## src/teach_pkg.sv

```systemverilog
// package: constants and types for the teach and status indication block
package teach_pkg;
	localparam int unsigned CLK_HZ          = 40_000_000;
	localparam int unsigned KEY_HOLD_MS     = 5000;
	localparam int unsigned LAMP_STEP_MS    = 250;
	localparam int unsigned DUP_CHECK_MS    = 2000;
	localparam int unsigned BLINK_HALF_MS   = 500;
	localparam int unsigned KEY_HOLD_CYC    = KEY_HOLD_MS * (CLK_HZ / 1000);
	localparam int unsigned LAMP_STEP_CYC   = LAMP_STEP_MS * (CLK_HZ / 1000);
	localparam int unsigned DUP_CHECK_CYC   = DUP_CHECK_MS * (CLK_HZ / 1000);
	localparam int unsigned BLINK_HALF_CYC  = BLINK_HALF_MS * (CLK_HZ / 1000);
	localparam logic [7:0]  TEACH_CLASS     = 8'h96;
	localparam logic [7:0]  TEACH_INSTANCE  = 8'h01;
	localparam logic [7:0]  TEACH_ATTRIBUTE = 8'h08;
	localparam int unsigned BIT_DONE        = 0;
	localparam int unsigned BIT_RESULT      = 1;
	localparam logic [7:0]  TEACH_RESET     = 8'h01;
	localparam int unsigned CNT_W           = 28;
	typedef enum logic [2:0]
	{
		LAMP_GREEN  = 3'b000,
		LAMP_RED    = 3'b001,
		LAMP_OFF    = 3'b010,
		LAMP_FLASH  = 3'b011,
		LAMP_DUP    = 3'b100,
		LAMP_ONLINE = 3'b101
	} lamp_state_type;
endpackage : teach_pkg

```

## src/interval_timer.sv

```systemverilog
// file: reloadable down-counter that flags when a programmed interval has elapsed
`timescale 1ns/100ps
module interval_timer
	import teach_pkg::*;
(
	input  wire logic             i_core_clk,
	input  wire logic             i_rst_n,
	input  wire logic             i_restart,
	input  wire logic [CNT_W-1:0] i_length,
	output logic                  o_expired
);
	logic [CNT_W-1:0] count;

	// restart loads the length; expiry holds until the next restart
	always_ff @(posedge i_core_clk or negedge i_rst_n)
	begin
		if (!i_rst_n)
		begin
			count     <= '0;
			o_expired <= 1'b0;
		end
		else if (i_restart)
		begin
			count     <= i_length;
			o_expired <= 1'b0;
		end
		else if (count > 1)
			count <= count - 1'b1;
		else
			o_expired <= 1'b1;
	end
endmodule : interval_timer

```

## src/teach_status.sv

```systemverilog
// file: teach control byte, key timing, actuator gating and LED sequencing
`timescale 1ns/100ps
module teach_status
	import teach_pkg::*;
#(
	parameter int unsigned KEY_HOLD   = KEY_HOLD_CYC,
	parameter int unsigned LAMP_STEP  = LAMP_STEP_CYC,
	parameter int unsigned DUP_CHECK  = DUP_CHECK_CYC,
	parameter int unsigned BLINK_HALF = BLINK_HALF_CYC
)
(
	input  wire logic       i_core_clk,
	input  wire logic       i_rst_n,
	input  wire logic       i_key,
	input  wire logic       i_req_valid,
	input  wire logic       i_req_write,
	input  wire logic [7:0] i_req_class,
	input  wire logic [7:0] i_req_instance,
	input  wire logic [7:0] i_req_attribute,
	input  wire logic [7:0] i_req_data,
	input  wire logic       i_act_valid,
	input  wire logic       i_act_value,
	input  wire logic       i_teach_finished,
	input  wire logic       i_teach_fault,
	input  wire logic       i_dup_fail,
	input  wire logic       i_dup_clash,
	input  wire logic       i_bus_lost,
	input  wire logic       i_master_conn,
	input  wire logic       i_io_timeout,
	output logic            o_resp_valid,
	output logic            o_resp_ok,
	output logic [7:0]      o_resp_data,
	output logic            o_teach_start,
	output logic            o_teach_busy,
	output logic            o_act_cmd,
	output logic            o_stat_green,
	output logic            o_stat_red,
	output logic            o_stat_yellow,
	output logic            o_bus_green,
	output logic            o_bus_red
);
	logic             teach_done;
	logic             teach_result;
	logic [CNT_W-1:0] key_count;
	logic             key_fired;
	logic             start_key;
	logic             start_bus;
	logic [CNT_W-1:0] blink_count;
	logic             blink;
	lamp_state_type   lamp_state;
	lamp_state_type   next_lamp_state;
	logic             step_restart;
	logic [CNT_W-1:0] step_length;
	logic             step_expired;
	logic             seq_armed;

	// the attribute address must match all three fields
	function automatic logic hits_teach(input logic [7:0] c, input logic [7:0] i, input logic [7:0] a);
		hits_teach = (c == TEACH_CLASS) && (i == TEACH_INSTANCE) && (a == TEACH_ATTRIBUTE);
	endfunction : hits_teach

	function automatic logic write_ok(input logic [7:0] d);
		write_ok = (d[BIT_DONE] == 1'b0) && (d[7:BIT_RESULT] == '0);
	endfunction : write_ok

	// key must stay pressed the whole time; release restarts the count
	always_ff @(posedge i_core_clk or negedge i_rst_n)
	begin
		if (!i_rst_n)
		begin
			key_count <= '0;
			key_fired <= 1'b0;
		end
		else if (!i_key)
		begin
			key_count <= '0;
			key_fired <= 1'b0;
		end
		else if (key_count < CNT_W'(KEY_HOLD - 1))
			key_count <= key_count + 1'b1;
		else
			key_fired <= 1'b1;
	end

	// fires once per press, a held key cannot retrigger
	assign start_key = i_key && !key_fired && (key_count == CNT_W'(KEY_HOLD - 1));
	assign start_bus = i_req_valid && i_req_write && hits_teach(i_req_class, i_req_instance, i_req_attribute)
	                   && write_ok(i_req_data);

	// teach byte: done flag and outcome; a new start clears done
	always_ff @(posedge i_core_clk or negedge i_rst_n)
	begin
		if (!i_rst_n)
		begin
			teach_done    <= TEACH_RESET[BIT_DONE];
			teach_result  <= TEACH_RESET[BIT_RESULT];
			o_teach_start <= 1'b0;
		end
		else
		begin
			o_teach_start <= 1'b0;
			if (teach_done && (start_key || start_bus))
			begin
				teach_done    <= 1'b0;
				o_teach_start <= 1'b1;
			end
			else if (!teach_done && i_teach_finished)
			begin
				teach_done   <= 1'b1;
				teach_result <= i_teach_fault;
			end
		end
	end

	// explicit message answers, one cycle after the request
	always_ff @(posedge i_core_clk or negedge i_rst_n)
	begin
		if (!i_rst_n)
		begin
			o_resp_valid <= 1'b0;
			o_resp_ok    <= 1'b0;
			o_resp_data  <= '0;
		end
		else
		begin
			o_resp_valid <= i_req_valid;
			o_resp_ok    <= 1'b0;
			o_resp_data  <= '0;
			if (i_req_valid && hits_teach(i_req_class, i_req_instance, i_req_attribute))
			begin
				if (!i_req_write)
				begin
					o_resp_ok   <= 1'b1;
					o_resp_data <= {6'h00, teach_result, teach_done};
				end
				else
					o_resp_ok <= write_ok(i_req_data);
			end
		end
	end

	// bus actuator commands are dropped while teach owns the valve
	always_ff @(posedge i_core_clk or negedge i_rst_n)
	begin
		if (!i_rst_n)
		begin
			o_act_cmd    <= 1'b0;
			o_teach_busy <= 1'b0;
		end
		else
		begin
			o_teach_busy <= !teach_done;
			if (i_act_valid && teach_done)
				o_act_cmd <= i_act_value;
		end
	end

	// free-running blink, equal halves
	always_ff @(posedge i_core_clk or negedge i_rst_n)
	begin
		if (!i_rst_n)
		begin
			blink_count <= '0;
			blink       <= 1'b0;
		end
		else if (blink_count >= CNT_W'(BLINK_HALF - 1))
		begin
			blink_count <= '0;
			blink       <= !blink;
		end
		else
			blink_count <= blink_count + 1'b1;
	end

	// self-test step length, picked by the step being left; the LAMP_DUP step after flash takes DUP_CHECK, the others the quarter second
	always_comb
	begin
		step_length = CNT_W'(LAMP_STEP);
		if (lamp_state == LAMP_FLASH)
			step_length = CNT_W'(DUP_CHECK);
	end

	interval_timer u_step
	(
		.i_core_clk (i_core_clk),
		.i_rst_n    (i_rst_n),
		.i_restart  (step_restart),
		.i_length   (step_length),
		.o_expired  (step_expired)
	);

	// power-up lamp sequence, then address check, then online
	always_comb
	begin
		next_lamp_state = lamp_state;
		unique case (lamp_state)
			LAMP_GREEN:  if (step_expired) next_lamp_state = LAMP_RED;
			LAMP_RED:    if (step_expired) next_lamp_state = LAMP_OFF;
			LAMP_OFF:    if (step_expired) next_lamp_state = LAMP_FLASH;
			LAMP_FLASH:  if (step_expired) next_lamp_state = LAMP_DUP;
			LAMP_DUP:    if (step_expired && !i_dup_fail) next_lamp_state = LAMP_ONLINE;
			LAMP_ONLINE: next_lamp_state = LAMP_ONLINE;
			default:     next_lamp_state = LAMP_GREEN;
		endcase
	end

	// the timer holds no interval after reset, so the first step is loaded by hand
	always_ff @(posedge i_core_clk or negedge i_rst_n)
	begin
		if (!i_rst_n)
			seq_armed <= 1'b0;
		else
			seq_armed <= 1'b1;
	end

	// the expiry flag lags its restart by one cycle, so restart on entry only
	assign step_restart = !seq_armed || (next_lamp_state != lamp_state);

	always_ff @(posedge i_core_clk or negedge i_rst_n)
	begin
		if (!i_rst_n)
			lamp_state <= LAMP_GREEN;
		else
			lamp_state <= next_lamp_state;
	end

	// LED drivers, registered
	always_ff @(posedge i_core_clk or negedge i_rst_n)
	begin
		if (!i_rst_n)
		begin
			o_stat_green  <= 1'b0;
			o_stat_red    <= 1'b0;
			o_stat_yellow <= 1'b0;
			o_bus_green   <= 1'b0;
			o_bus_red     <= 1'b0;
		end
		else
		begin
			o_stat_yellow <= !teach_done && blink;
			unique case (lamp_state)
				LAMP_GREEN:
				begin
					o_stat_green <= 1'b1;
					o_stat_red   <= 1'b0;
					o_bus_green  <= 1'b1;
					o_bus_red    <= 1'b0;
				end
				LAMP_RED:
				begin
					o_stat_green <= 1'b0;
					o_stat_red   <= 1'b1;
					o_bus_green  <= 1'b0;
					o_bus_red    <= 1'b1;
				end
				LAMP_FLASH:
				begin
					o_stat_green <= !step_expired;
					o_stat_red   <= 1'b0;
					o_bus_green  <= 1'b0;
					o_bus_red    <= 1'b0;
				end
				LAMP_ONLINE:
				begin
					o_stat_green <= 1'b1;
					o_stat_red   <= 1'b0;
					if (i_dup_clash || i_bus_lost)
					begin
						o_bus_green <= 1'b0;
						o_bus_red   <= 1'b1;
					end
					else if (i_io_timeout)
					begin
						o_bus_green <= 1'b0;
						o_bus_red   <= blink;
					end
					else
					begin
						o_bus_green <= i_master_conn || blink;
						o_bus_red   <= 1'b0;
					end
				end
				default:
				begin
					o_stat_green <= (lamp_state == LAMP_DUP);
					o_stat_red   <= 1'b0;
					o_bus_green  <= 1'b0;
					o_bus_red    <= 1'b0;
				end
			endcase
		end
	end
endmodule : teach_status

```

## config.mk

```make
export PLATFORM = sky130hd
export DESIGN_NAME = teach_status
export DESIGN_NICKNAME = d
export VERILOG_FILES = /design/src/teach_pkg.sv /design/src/interval_timer.sv /design/src/teach_status.sv
export SDC_FILE = /design/constraint.sdc
export NUM_CORES = 1
export LEC_CHECK = 0
export BUFFER_PORTS_ARGS = -buffer_cell sky130_fd_sc_hd__buf_2
export CAP_MARGIN = 10
export CELL_PAD_IN_SITES_DETAIL_PLACEMENT = 0
export CELL_PAD_IN_SITES_GLOBAL_PLACEMENT = 1
export CORE_AREA = 4 4 123 125
export CTS_CLUSTER_SIZE = 20
export DETAILED_ROUTE_END_ITERATION = 12
export DIE_AREA = 0 0 127 129
export MAX_ROUTING_LAYER = met4
export PLACE_DENSITY = 0.67
export SLEW_MARGIN = 30
export SYNTH_ARGS = -nofsm -noshare
export SYNTH_HDL_FRONTEND = slang
export SYNTH_SLANG_ARGS = --single-unit
```

## constraint.sdc

```tcl
create_clock -name i_core_clk -period 3.9 [get_ports i_core_clk]
set_input_delay 0.195 -clock i_core_clk [delete_from_list [all_inputs] [get_ports i_core_clk]]
set_output_delay 0.195 -clock i_core_clk [all_outputs]
set_load 0.005 [all_outputs]
```

==> summary.txt <==
Floorplan
  • Core ar.: about 14000 um^2
  • Initial core utilization: 40.0%
  • Die Width: 127 um
  • Die height: ~130 um
  • Die area: 16400 um^2
  • # IOs: 64
  • # rows: 43

Layout
  • Most frequent cells in the layout: 104 x dfrtp_1, 56 x buf_2, 54 x nor2_1
  • Post-route cell area: 6280 um^2
  • Diodes inserted: 0
  • P&R area growth vs syn: 13.1%
  • # nets final: 688
  • Most common cell after layout, fill and taps aside: dfrtp_1
  • Share of cells above drive strength 1: 14.8%

Global route
  • Vias in the first global route: 4537
  • Initial antenna violation count: 0
  • First-pass GRT wire length: approximately 22000 um
  • Grt ovf: 0
  • GRT Total Usage: around 17%
  • Pin count of the biggest net entering global routing: between 80 and 90

Clocking
  • Root buf cell: clkbuf_16
  • H-tree levels: 3
  • Clk slew on worst S/H paths: 70 ps
  • Setup bufs post-CTS: 0
  • TritonCTS Sinks: 105
  • Total CTS buffers: 9
  • Worst-Skew Late Latency: between 300 and 400 ps
  • Clk buf depth: 2
  • TritonCTS clock tree: built

Route
  • Wire per inst: roughly 15 um
  • Vias/cell: 5.49
  • Detail Route Antenna Nets: 0
  • Via count: around 4500
  • Detailed Route WL: 12300 um
  • DR pass1 iterations: 5
  • DRC: 0
  • First-iteration detailed-routing DRC count: approximately 270

Setup path
  • Delay of the slowest critical-path stage: 570 ps
  • Worst Setup SP: key_count[0]
  • Data arrival time of the worst path: 2770 ps
  • CP max FO: 25
  • Worst Path Required: 4140 ps
  • Startpoint Class: register
  • Cell breakdown of the critical path: ha_1 -> nand3_2 -> nor3_1 -> o2111a_1 -> buf_4 -> nor3b_1 -> a22o_1
  • Setup crit end kind: register
  • Crit Path Category: register to register
  • Crit-path slowest cell: nor3_1
  • R2r startpoint: key_count[0]

Synthesis
  • Syn avg cell area: 9.48 um^2
  • Warning count from the yosys run: 0
  • Main synth FF type: dfrtp_1
  • Post-Syn Area: 5560 um^2
  • Register area share after synthesis: ~47%
  • EDFF count, synth: 0
  • FFs w/ async S/R, synth: 100%
  • Synthesized instance count: 586
  • Distinct cells, synth: 62
  • Flops & latches, synth: 105

Place
  • PortBufs: 57
  • DP Area: 5970 um^2
  • GP Congestion: 0.791
  • Dpl hpwl: between 8000 and 9000 um

Run status
  • Status: completed

Flow run
  • Maxcap violations: 0

Power
  • Design Power: approximately 2300 uW
  • Lkg Pwr: between 0.002 and 0.003 uW
  • Power Density: 360 nW/um^2
  • IR Drop Worst-Case VDD: 0.283 mV

STA
  • Worst Tran Pin Value: 881 ps
  • Fmax achieved: 395 MHz
  • Unrepaired setup endpoints after global routing: false
  • Clk_skew: 5.64 ps
  • Final period util: about two thirds
  • Final Hold Fails: 0
  • Post-Route Setup TNS: 0 ps
  • Final setup fails: 0
  • Slew Limit Fails: 0
  • Crit path time final: 2530 ps
  • Slew headroom: 41.3%

Min path
  • Hold path start: i_req_write
  • Worst min path class: primary input to register
what timing repair did:
action / CTS / global route
endpoints found under the hold margin: 80 / 0
hold buffers: 2 / 0
gates resized for setup: 0 / 0
worst max-delay path: cells and delay by family, from the launching register on:
kind            cells  cell delay [ps]
fa+ha+maj           1              200
compound gates      2              700
simple gates        3              800
buf+inv             1              320
flops               1              400
power by group:
group	switching (uW)	internal, uW
Sequential	34.7	1120
Clock	424	502
Combinational	99.4	77.5
Total	558	1700
state kept, by name (all words and copies together), names as in the netlist, 2 cells and up:
| signal | cells |
|---|---|
| blink_count | 28 |
| key_count | 28 |
| lamp_state | 3 |
| o_resp_data | 2 |
| u_step.count | 28 |
synthesized netlist by cell type, types with 3 or more instances:
library cell  count  share of area [%]
o21ai_1           3               0.27
xnor2_1          22                3.5
buf_6             3               0.61
and4_1            7                1.1
nand4_1          15                1.7
clkbuf_1         11               0.74
a21oi_1          33                3.0
inv_1            12               0.81
o31a_1            3               0.47
dfrtp_1         104                 47
a22o_1            4               0.63
buf_4             8                1.1
and3_1            7               0.79
or3_1            17                1.9
or2_2             3               0.34
nor2b_1           6               0.68
ha_1              4               0.90
mux2i_1          15                2.7
nand2_1          47                3.2
and2_1            3               0.34
o31ai_1          14                1.9
buf_2             8               0.72
nand3_1          26                2.3
or4_1            13                1.8
xor2_1            9                1.4
nand3_2           3               0.54
nor3_2            5               0.90
nor2_1           54                3.6
nor4_1           23                2.6
nand2b_1         16                1.8
o21ai_0          24                2.2
nor3_1           23                2.1
metrics by stage:
| stage | utilization (%) | setup slack, ps | hold WS [ps] | std cells |
|---|---|---|---|---|
| global route | 45.3 | 1230 | 42.2 | 822 |
| finish | 45.3 | 1370 | 46.2 | 822 |
| global placement | 43.0 | 1520 | 320 | 805 |
| floorplan | - | 1920 | -101 | 594 |
| CTS | 45.3 | 1440 | 27.8 | 822 |
| detailed placement | 43.0 | 1460 | 309 | 805 |
final timing paths:
check	end	cells after the start	slack, ps
worst min register to register	blink_count[0]	1	480
min in group asynchronous	key_count[24]	2	410
max in group asynchronous	blink_count[12]	3	2600
worst min-delay path	o_resp_data[0]	2	50
worst max-delay path	key_count[27]	7	1370
worst max register to register	key_count[27]	7	1370
cells by family (layout without fill, tap and decap cells):
kind of cell    after synthesis  in the layout  share of synthesized area [%]
other cells                   2             10                          0.135
fa+ha+maj                     4              4                          0.901
compound gates              103            103                           11.8
xor+xnor                     31             31                           4.89
mux                          17             17                           3.11
buf+inv                      44             92                           4.12
simple gates                280            280                           27.7
flops                       105            105                           47.3
final cells by class:
| cell class | instances | area (um^2) |
|---|---|---|
| tap | 180 | 225 |
| clock buffer | 10 | 229 |
| sequential | 105 | 2630 |
| multi-input combinational | 445 | 2740 |
| clock inverter | 5 | 65.1 |
| inverter | 13 | 48.8 |
| timing repair buffer | 64 | 349 |
| fill | 1357 | 7600 |
metal layers:
metal,global-route usage (%),wire (um),vias up
met5,-,0,-
met4,3.91,124,0
met3,4.52,715,8
met2,25.4,5610,114
met1,22.9,5870,2169
li1,-,-,2224
No activity file was read; power rests on OpenSTA's default activity.
